$ cat config.mk
export PLATFORM = sky130hd
export DESIGN_NAME = csda_core
export DESIGN_NICKNAME = d
export VERILOG_FILES = /design/src/rtl/csda_pkg.sv /design/src/rtl/csda_core.sv
export VERILOG_INCLUDE_DIRS = /design/src /design/src/rtl
export SDC_FILE = /design/constraint.sdc
export NUM_CORES = 1
export LEC_CHECK = 0
export BUFFER_PORTS_ARGS = -buffer_cell sky130_fd_sc_hd__buf_4
export CAP_MARGIN = 20
export CELL_PAD_IN_SITES_DETAIL_PLACEMENT = 0
export CELL_PAD_IN_SITES_GLOBAL_PLACEMENT = 1
export CORE_UTILIZATION = 23
export CTS_CLUSTER_SIZE = 14
export DETAILED_ROUTE_END_ITERATION = 8
export PLACE_DENSITY_LB_ADDON = 0.1
export SLEW_MARGIN = 10
export SYNTH_ARGS = -nofsm -noshare
export SYNTH_HDL_FRONTEND = slang
export SYNTH_SLANG_ARGS = --single-unit
$ cat constraint.sdc
create_clock -name i_clk -period 2.85 [get_ports i_clk]
set_input_delay 0.4275 -clock i_clk [delete_from_list [all_inputs] [get_ports i_clk]]
set_output_delay 0.4275 -clock i_clk [all_outputs]
set_load 0.02 [all_outputs]
$ cat src/rtl/csda_defines.svh
// constants of the compare-skip and decimal adjust datapath
// assumes a free running four phase instruction cycle, one phase per clock
`ifndef CSDA_DEFINES_SVH
`define CSDA_DEFINES_SVH

`define CSDA_ADDR_WORK      8'h00
`define CSDA_ADDR_FLAGS     8'h04
`define CSDA_ADDR_BANK      8'h08
`define CSDA_ADDR_STATE     8'h0C

`define CSDA_FLAG_CARRY     0
`define CSDA_FLAG_DIGIT     1
`define CSDA_STATE_SKIP     0
`define CSDA_STATE_FLUSH    1
`define CSDA_STATE_PHASE    2

`define CSDA_RST_WORK       8'h00
`define CSDA_RST_BANK       4'h0

`define CSDA_OP_CMP_LESS    7'h30
`define CSDA_OP_CMP_EQUAL   7'h31
`define CSDA_OP_CMP_GREATER 7'h32
`define CSDA_OP_DECIMAL     16'h0007

`define CSDA_BCD_LIMIT      4'h9
`define CSDA_BCD_FIX        4'h6
`define CSDA_FLUSH_ONE      2'h1
`define CSDA_FLUSH_TWO      2'h2

`endif

$ cat src/rtl/csda_pkg.sv
// types of the compare-skip and decimal adjust datapath
// phase and command encodings are literals here, not taken from csda_defines.svh
`default_nettype none
package csda_pkg;

	typedef enum logic [3:0]
	{
		PH_Q1 = 4'b0001,
		PH_Q2 = 4'b0010,
		PH_Q3 = 4'b0100,
		PH_Q4 = 4'b1000
	} csda_phase_type;

	typedef enum logic [4:0]
	{
		CMD_NONE    = 5'b00001,
		CMD_EQUAL   = 5'b00010,
		CMD_GREATER = 5'b00100,
		CMD_LESS    = 5'b01000,
		CMD_DECIMAL = 5'b10000
	} csda_cmd_type;

	typedef struct packed
	{
		logic        psel;
		logic        penable;
		logic        pwrite;
		logic [7:0]  paddr;
		logic [31:0] pwdata;
	} csda_apb_req_type;

	typedef struct packed
	{
		logic        pready;
		logic        pslverr;
		logic [31:0] prdata;
	} csda_apb_rsp_type;

	typedef struct packed
	{
		logic       access_bank;
		logic [3:0] bank;
		logic [7:0] offset;
	} csda_file_addr_type;

	typedef struct packed
	{
		csda_phase_type     phase;
		csda_cmd_type       cmd;
		csda_file_addr_type file_addr;
		logic [7:0]         file_byte;
		logic [7:0]         working_register;
		logic               carry;
		logic               digit_carry_flag;
		logic [3:0]         bank_select_register;
		logic               skip_hit;
		logic               skip_last;
		logic [1:0]         flush_cnt;
		logic [7:0]         adjusted;
		logic               adjusted_carry;
		logic [31:0]        rdata;
		logic               slverr;
	} csda_state_type;

endpackage
`default_nettype wire

$ cat src/rtl/csda_core.sv
// compare-skip (equal, greater, less) and decimal adjust execution
// assumes one clock per quarter phase and a core that fetches in Q1,
// serves the file byte in Q2 and flushes while o_flush is high
`include "csda_defines.svh"
`timescale 1ns/10ps
`default_nettype none
module csda_core
(
	input  wire logic                        i_clk,
	input  wire logic                        i_reset,
	input  wire csda_pkg::csda_apb_req_type  i_apb,
	output var  csda_pkg::csda_apb_rsp_type  o_apb,
	input  wire logic [15:0]                 i_instr,
	input  wire logic                        i_next_two_word,
	input  wire logic [7:0]                  i_file_data,
	output var  csda_pkg::csda_file_addr_type o_file_addr,
	output logic                             o_file_rd,
	output logic                             o_flush,
	output logic [3:0]                       o_phase
);

	csda_pkg::csda_state_type s_reg;
	csda_pkg::csda_state_type s_next;
	logic [8:0]               diff;
	logic                     is_equal;
	logic                     is_less;
	logic                     is_greater;
	logic [4:0]               low_sum;
	logic [4:0]               high_sum;
	logic                     low_fix;
	logic                     high_fix;

	function automatic logic mapped(input logic [7:0] addr);
		mapped = (addr == `CSDA_ADDR_WORK) || (addr == `CSDA_ADDR_FLAGS) ||
			(addr == `CSDA_ADDR_BANK) || (addr == `CSDA_ADDR_STATE);
	endfunction

	function automatic csda_pkg::csda_cmd_type decode(input logic [15:0] op);
		if (op[15:9] == `CSDA_OP_CMP_EQUAL)
			decode = csda_pkg::CMD_EQUAL;
		else if (op[15:9] == `CSDA_OP_CMP_GREATER)
			decode = csda_pkg::CMD_GREATER;
		else if (op[15:9] == `CSDA_OP_CMP_LESS)
			decode = csda_pkg::CMD_LESS;
		else if (op == `CSDA_OP_DECIMAL)
			decode = csda_pkg::CMD_DECIMAL;
		else
			decode = csda_pkg::CMD_NONE;
	endfunction

	// unsigned byte minus working register, internal only
	always_comb
	begin
		diff       = {1'b0, s_reg.file_byte} - {1'b0, s_reg.working_register};
		is_equal   = (diff[7:0] == 8'h00);
		is_less    = diff[8];
		is_greater = !diff[8] && !is_equal;
	end

	// nibble corrections, each nibble judged on its own
	always_comb
	begin
		low_fix  = (s_reg.working_register[3:0] > `CSDA_BCD_LIMIT) ||
			s_reg.digit_carry_flag;
		high_fix = (s_reg.working_register[7:4] > `CSDA_BCD_LIMIT) ||
			s_reg.carry;
		low_sum  = {1'b0, s_reg.working_register[3:0]} +
			(low_fix ? {1'b0, `CSDA_BCD_FIX} : 5'h00);
		high_sum = {1'b0, s_reg.working_register[7:4]} +
			(high_fix ? {1'b0, `CSDA_BCD_FIX} : 5'h00);
	end

	always_comb
	begin
		s_next        = s_reg;
		s_next.slverr = 1'b0;
		case (s_reg.phase)
			csda_pkg::PH_Q1:
			begin
				s_next.phase    = csda_pkg::PH_Q2;
				s_next.skip_hit = 1'b0;
				if (s_reg.flush_cnt != 2'h0)
					s_next.cmd = csda_pkg::CMD_NONE;
				else
					s_next.cmd = decode(i_instr);
				s_next.file_addr.offset = i_instr[7:0];
				s_next.file_addr.access_bank = !i_instr[8];
				s_next.file_addr.bank = i_instr[8] ?
					s_reg.bank_select_register : `CSDA_RST_BANK;
			end
			csda_pkg::PH_Q2:
			begin
				s_next.phase = csda_pkg::PH_Q3;
				if (s_reg.cmd != csda_pkg::CMD_NONE &&
					s_reg.cmd != csda_pkg::CMD_DECIMAL)
					s_next.file_byte = i_file_data;
			end
			csda_pkg::PH_Q3:
			begin
				s_next.phase = csda_pkg::PH_Q4;
				case (s_reg.cmd)
					csda_pkg::CMD_EQUAL:
						s_next.skip_hit = is_equal;
					csda_pkg::CMD_GREATER:
						s_next.skip_hit = is_greater;
					csda_pkg::CMD_LESS:
						s_next.skip_hit = is_less;
					default:
						s_next.skip_hit = 1'b0;
				endcase
				s_next.adjusted       = {high_sum[3:0], low_sum[3:0]};
				s_next.adjusted_carry = high_sum[4];
			end
			csda_pkg::PH_Q4:
			begin
				s_next.phase = csda_pkg::PH_Q1;
				if (s_reg.skip_hit)
					s_next.flush_cnt = i_next_two_word ?
						`CSDA_FLUSH_TWO : `CSDA_FLUSH_ONE;
				else if (s_reg.flush_cnt != 2'h0)
					s_next.flush_cnt = s_reg.flush_cnt - 2'h1;
				if (s_reg.cmd != csda_pkg::CMD_NONE &&
					s_reg.cmd != csda_pkg::CMD_DECIMAL)
					s_next.skip_last = s_reg.skip_hit;
			end
			default:
				s_next.phase = csda_pkg::PH_Q1;
		endcase

		// register bus: read data and error captured in setup
		if (i_apb.psel && !i_apb.penable)
		begin
			s_next.slverr = !mapped(i_apb.paddr);
			case (i_apb.paddr)
				`CSDA_ADDR_WORK:
					s_next.rdata = {24'h000000, s_reg.working_register};
				`CSDA_ADDR_FLAGS:
					s_next.rdata = {30'h00000000, s_reg.digit_carry_flag,
						s_reg.carry};
				`CSDA_ADDR_BANK:
					s_next.rdata = {28'h0000000, s_reg.bank_select_register};
				`CSDA_ADDR_STATE:
					s_next.rdata = {26'h0000000, s_reg.phase,
						(s_reg.flush_cnt != 2'h0), s_reg.skip_last};
				default:
					s_next.rdata = 32'h00000000;
			endcase
		end
		else if (i_apb.psel && i_apb.penable)
			s_next.slverr = s_reg.slverr;

		if (i_apb.psel && i_apb.penable && i_apb.pwrite)
		begin
			case (i_apb.paddr)
				`CSDA_ADDR_WORK:
					s_next.working_register = i_apb.pwdata[7:0];
				`CSDA_ADDR_FLAGS:
				begin
					s_next.carry = i_apb.pwdata[`CSDA_FLAG_CARRY];
					s_next.digit_carry_flag = i_apb.pwdata[`CSDA_FLAG_DIGIT];
				end
				`CSDA_ADDR_BANK:
					s_next.bank_select_register = i_apb.pwdata[3:0];
				default:
					s_next.rdata = s_next.rdata;
			endcase
		end

		// decimal adjust write back in Q4 wins over a bus write
		if (s_reg.phase == csda_pkg::PH_Q4 &&
			s_reg.cmd == csda_pkg::CMD_DECIMAL)
		begin
			s_next.working_register = s_reg.adjusted;
			s_next.carry = s_reg.carry | s_reg.adjusted_carry;
			s_next.digit_carry_flag = s_reg.digit_carry_flag;
		end
	end

	always_ff @(posedge i_clk)
	begin
		if (i_reset)
		begin
			s_reg                      <= '0;
			s_reg.phase                <= csda_pkg::PH_Q1;
			s_reg.cmd                  <= csda_pkg::CMD_NONE;
			s_reg.working_register     <= `CSDA_RST_WORK;
			s_reg.bank_select_register <= `CSDA_RST_BANK;
		end
		else
			s_reg <= s_next;
	end

	// compares never touch the flags: only Q4 of decimal adjust and a bus write to the flags register do
	always_comb
	begin
		o_apb.pready  = i_apb.psel && i_apb.penable;
		o_apb.pslverr = i_apb.psel && i_apb.penable && s_reg.slverr;
		o_apb.prdata  = s_reg.rdata;
		o_file_addr   = s_reg.file_addr;
		o_file_rd     = (s_reg.phase == csda_pkg::PH_Q2) &&
			(s_reg.cmd != csda_pkg::CMD_NONE) &&
			(s_reg.cmd != csda_pkg::CMD_DECIMAL);
		o_flush       = (s_reg.flush_cnt != 2'h0);
		o_phase       = s_reg.phase;
	end

endmodule // csda_core
`default_nettype wire

==> results of run 1 <==
## area by class of cell
class / instances / area, um2
sequential: 66 / 1320
timing repair buffer: 83 / 623
tap: 211 / 264
fill: 1675 / 10800
clock buffer: 12 / 236
clock inverter: 3 / 65.1
inverter: 21 / 78.8
multi-input combinational: 298 / 1870
## per-layer routing
metal | part of all wire [%] | routed length (um) | track usage (%) | vias up
met5 | 0 | 0 | 0 | -
met4 | 1.3 | 126 | 4.20 | 0
met3 | 5.4 | 530 | 4.36 | 10
met2 | 47 | 4660 | 20.8 | 75
met1 | 46 | 4550 | 16.1 | 1361
li1 | - | - | - | 1504
## stage by stage
| stage | setup slack, ns | hold WS, ns | std cells |
|---|---|---|---|
| after floorplan | 0.554 | 0.432 | 449 |
| after global placement | 0.375 | 0.444 | 679 |
| after detailed placement | 0.377 | 0.448 | 679 |
| after CTS | 0.360 | 0.310 | 694 |
| after global routing | 0.213 | 0.314 | 694 |
| final | 0.379 | 0.323 | 694 |
## power groups by stage
stage | Sequential [uW] | Combinational, uW | Clock (uW)
finish | 988 | 353 | 1160
global route | 993 | 389 | 1250
CTS | 989 | 363 | 1210
detailed placement | 1010 | 362 | 0
global placement | 1010 | 361 | 0
floorplan | 996 | 268 | 0
## layout by cell type (no fill, tap or decap), types with 3 or more instances in the layout
| cell type | count |
|---|---|
| fa_1 | 3 |
| ha_1 | 12 |
| and3_1 | 5 |
| nand2b_1 | 4 |
| nand2_1 | 39 |
| clkbuf_1 | 3 |
| nor2b_1 | 4 |
| buf_4 | 83 |
| a22oi_1 | 6 |
| nor2_1 | 56 |
| conb_1 | 24 |
| dfxtp_1 | 66 |
| a211oi_1 | 11 |
| o21ai_0 | 5 |
| nand3b_1 | 5 |
| nor3_1 | 6 |
| mux2i_1 | 23 |
| clkbuf_16 | 9 |
| inv_1 | 21 |
| nand3_1 | 11 |
| a21oi_1 | 35 |
| nor4_1 | 4 |
| xnor2_1 | 4 |
## cell families (layout without fill, tap and decap cells)
kind of cell | after synthesis | count (layout) | share of synthesized area (%)
AOI/OAI and AO/OA | 76 | 76 | 13.5
xor gates and xnor gates | 6 | 6 | 1.46
adders and majority gates | 15 | 15 | 5.83
buffers and inverters | 85 | 119 | 14.0
DFF | 66 | 66 | 36.7
muxes | 27 | 27 | 8.26
other | 1 | 24 | 0.104
and+or+nand+nor | 150 | 150 | 20.2
## worst max-delay path: stages, from the launching register on
cell and delay [ns]:
dfxtp_1 0.32, inv_1 0.05, ha_1 0.22, fa_1 0.40, nor2b_1 0.19, nor2_2 0.06
o221ai_1 0.28, xor2_1 0.12, or4_1 0.50, a311oi_1 0.25
## final timing paths
| path | from | endpoint | slack [ns] | cells past startpoint |
|---|---|---|---|---|
| worst min-delay path | i_file_data[5] | s_reg[65] | 0.32 | 3 |
| worst max register to register | s_reg[60] | s_reg[45] | 0.38 | 9 |
| worst min register to register | s_reg[37] | s_reg[37] | 0.45 | 2 |
| worst max-delay path | s_reg[60] | s_reg[45] | 0.38 | 9 |
==> reports/qor.csv, run 1 <==
metric,value,unit
num_vias,2950,
critPathCaptureType,register,
slew_headroom,48.3,%
drt_iter0_drc,102,
swShare,26.0,%
cts_hold_buffers,0,
crit_arrival,2.72,ns
yosysMostFrequentCell,dfxtp_1,
start_util,23.6,%
die_area,16200,um2
worstSkewPairLatency,0.34,ns
synth_area_leaders,"dfxtp_1 37%, buf_4 10%, mux2i_1 6.4%",
hold_viol_final,0,
die_h,127,um
crit_required,3.10,ns
synth_seq_area_share,36.7,%
post-route-period-util,86.7,%
vdd_drop_max,266,uV
clockPowerShare,46.4,%
drtAntennaViolNets,0,
vias_per_cell,4.25,
gr-total-overflow,0,
rows,45,
clk_pin_slew,0.05,ns
place_congestion,0.735,
largest_reg_flops,41,
criticalPathCategory,reg -> reg,
total_power,2500,uW
ys_warn_count,0,
drive_above_1_share,22.8,%
synth_area,3600,um2
synth_top_area_cell,dfxtp_1,
cts_tree,done,
clock.fmax,0.405,GHz
synth_edf_count,0,
drc,0,
ctsResizeCount,0,
routed_wl,9.87,mm
fin_tns_setup,0,ns
final_nets,564,
h-tree-depth,3,
grt_use_total,12.9,%
fin_util,29.2,%
clock_path_buffers,2,
wl_per_cell,14.2,um
finClkSkew,0.00667,ns
tightest_slew,0.775,ns
crit_path_max_fanout,2,
seqPwrFrac,39.5,%
hold_class,in -> reg,
grt_pass1_wl,15.4,mm
dr.pass1.iters,4,
coreArea,15300,um2
synth_commonest_cells,"66 x dfxtp_1, 56 x nor2_1, 49 x buf_4",
fin_area,4460,um2
antenna_cells,0,
yosysUniqueCellTypes,53,
powerDensity,561,nW/um2
fin_crit,2.47,ns
place_area,4160,um2
grt_pass1_vias,2803,
comb_power_share,14.1,%
rsz0062_at_grt,false,
synth_seq_cells,66,
setup_viol,0,
root_buffer,clkbuf_16,
intPower,1850,uW
hpwl,7.21,mm
port_buffers,74,
synth_top_area_share,36.7,%
pin_count,123,
synthCells,426,
synthFlopType,dfxtp_1,
antenna_found_initial,0,
die_width,127,um
clock-sinks,66,
grt_max_degree,66,
leakage,0.00187,uW
cts_setup_buffers,0,
netSwitchingPower,650,uW
synth-async-reset-ratio,0,%
area_growth,23.7,%
startpoint_type,register,
drv_slew,0,
maxCapViolations,0,
avgSynthCellArea,8.46,um2
status,"finished, final reports clean",
cts_buffers,9,
Power figures use the tool's default switching activity.
==> inputs of run 2 (changes only) <==
- clock period: 2.85 -> 3 ns (I/O delays scaled with it)
==> run 2 against run 1 <==
Effect of this change: maximum frequency shrank 2.4%; sequential power decreased by 5.0%; core utilization is 0.25 points lower; hold slack improved by 0.029 ns; count of clock-buffer cells in the layout stayed put; largest power group unchanged; largest cell class unchanged.
==> reports/qor.csv, run 2 (synthesis gave the netlist of run 1 again) <==
metric,value,unit
die_h,127,um
dr.pass1.iters,4,
startpoint_type,register,
num_vias,2920,
leakage,0.00184,uW
clock-sinks,66,
rsz0062_at_grt,false,
port_buffers,74,
drtAntennaViolNets,0,
status,"finished, final reports clean",
crit_path_max_fanout,4,
area_growth,22.7,%
start_util,23.6,%
root_buffer,clkbuf_16,
setup_viol,0,
rows,45,
antenna_found_initial,0,
powerDensity,536,nW/um2
final_nets,559,
drive_above_1_share,22.0,%
fin_util,29.0,%
cts_buffers,9,
regArea,1320,um2
finClkSkew,0.00766,ns
post-route-period-util,84.4,%
multi_input_comb_area,1870,um2
fin_crit,2.53,ns
netSwitchingPower,611,uW
cts_tree,done,
criticalPathCategory,reg -> reg,
cp.depth,8,
reg2reg_depth,8,
crit_chain,ha_1 -> fa_1 -> nor2b_1 -> nor2_2 -> o221ai_1 -> xor2_1 -> or4_1 -> a311oi_1,
cp_num_buf_inv,0,
dp.cells,674,
critPathMaxStageDelay,0.52,ns
cpMaxStageDelayCell,or4_1,
clock.fmax,0.395,GHz
intPower,1760,uW
tightest_slew,0.751,ns
vdd_drop_max,358,uV
drv_slew,0,
die_width,127,um
grt_pass1_vias,2813,
grt_use_total,12.7,%
cpLargestDelayFamily,simple AND/OR/NAND/NOR gates,
nFillCells,1640,
fin_tns_setup,0,ns
crit_required,3.24,ns
die_area,16200,um2
worstSkewPairLatency,0.34,ns
coreArea,15300,um2
grt_max_degree,66,
largest_reg_flops,41,
comb_power_share,14.2,%
mostFrequentLayoutCell,buf_4,
place_congestion,0.782,
h-tree-depth,3,
swShare,25.7,%
whs_path_depth,3,
cts_hold_buffers,0,
ctsResizeCount,0,
slew_headroom,49.9,%
hpwl,7.05,mm
clk_pin_slew,0.06,ns
crit_arrival,2.77,ns
cts_setup_buffers,0,
critPathCaptureType,register,
antenna_cells,0,
clock_path_buffers,2,
vias_per_cell,4.24,
stdcell_count,689,
routed_wl,9.75,mm
seqPwrFrac,39.6,%
maxCapViolations,0,
pre_cts_ws,0.503,ns
layout_common_cells,"78 x buf_4, 66 x dfxtp_1, 56 x nor2_1",
hold_viol_final,0,
wl_per_cell,14.2,um
setup_slack,0.469,ns
drt_iter0_drc,94,
clockPowerShare,46.2,%
hold_class,in -> reg,
gr-total-overflow,0,
drc,0,
grt_pass1_wl,15.2,mm
pin_count,123,
-- run 2: cell count changes in the layout (fill, tap and decap cells not counted), sizes merged --
cell	change
buf	-5
-- run 2: tightest hold or removal path: stages --
cell	delay [ns]
buf_4	0.07
mux2i_1	0.05
nor2_1	0.07
-- run 2: final timing paths --
path / from / endpoint / slack (ns)
max: s_reg[52] / s_reg[45] / 0.47
min: i_file_data[1] / s_reg[61] / 0.35
max reg2reg: s_reg[52] / s_reg[45] / 0.47
min reg2reg: o_apb[7] / o_apb[7] / 0.45
-- run 2: power groups by stage --
stage	Combinational [uW]	Sequential [uW]	Clock, uW
floorplan	254	946	0
global placement	343	957	0
detailed placement	343	958	0
CTS	344	940	1140
global route	370	944	1180
finish	337	939	1100
-- run 2: area by class of cell --
class | instances | area share (%)
Multi-Input combinational cell | 298 | 42.3
Clock inverter | 3 | 1.47
Timing Repair Buffer | 78 | 13.2
Clock buffer | 12 | 5.35
Sequential cell | 66 | 29.9
Inverter | 21 | 1.78
Tap cell | 211 | 5.97
-- run 2: through the flow --
| step | total power, uW | hold WS (ns) | area, um2 |
|---|---|---|---|
| 5_1_grt | 2500 | 0.349 | 4420 |
| 3_3_place_gp | 1300 | 0.443 | 4120 |
| 2_1_floorplan | 1200 | 0.432 | 3690 |
| 6_report | 2370 | 0.351 | 4420 |
| 4_1_cts | 2420 | 0.338 | 4420 |
| 3_5_place_dp | 1300 | 0.448 | 4120 |
-- run 2: per-layer routing --
layer,track usage (%),routed length (um),vias up
met3,4.31,553,5
met4,3.57,93,0
met1,16.0,4570,1347
met5,0,0,-
met2,20.5,4530,75
li1,-,-,1493
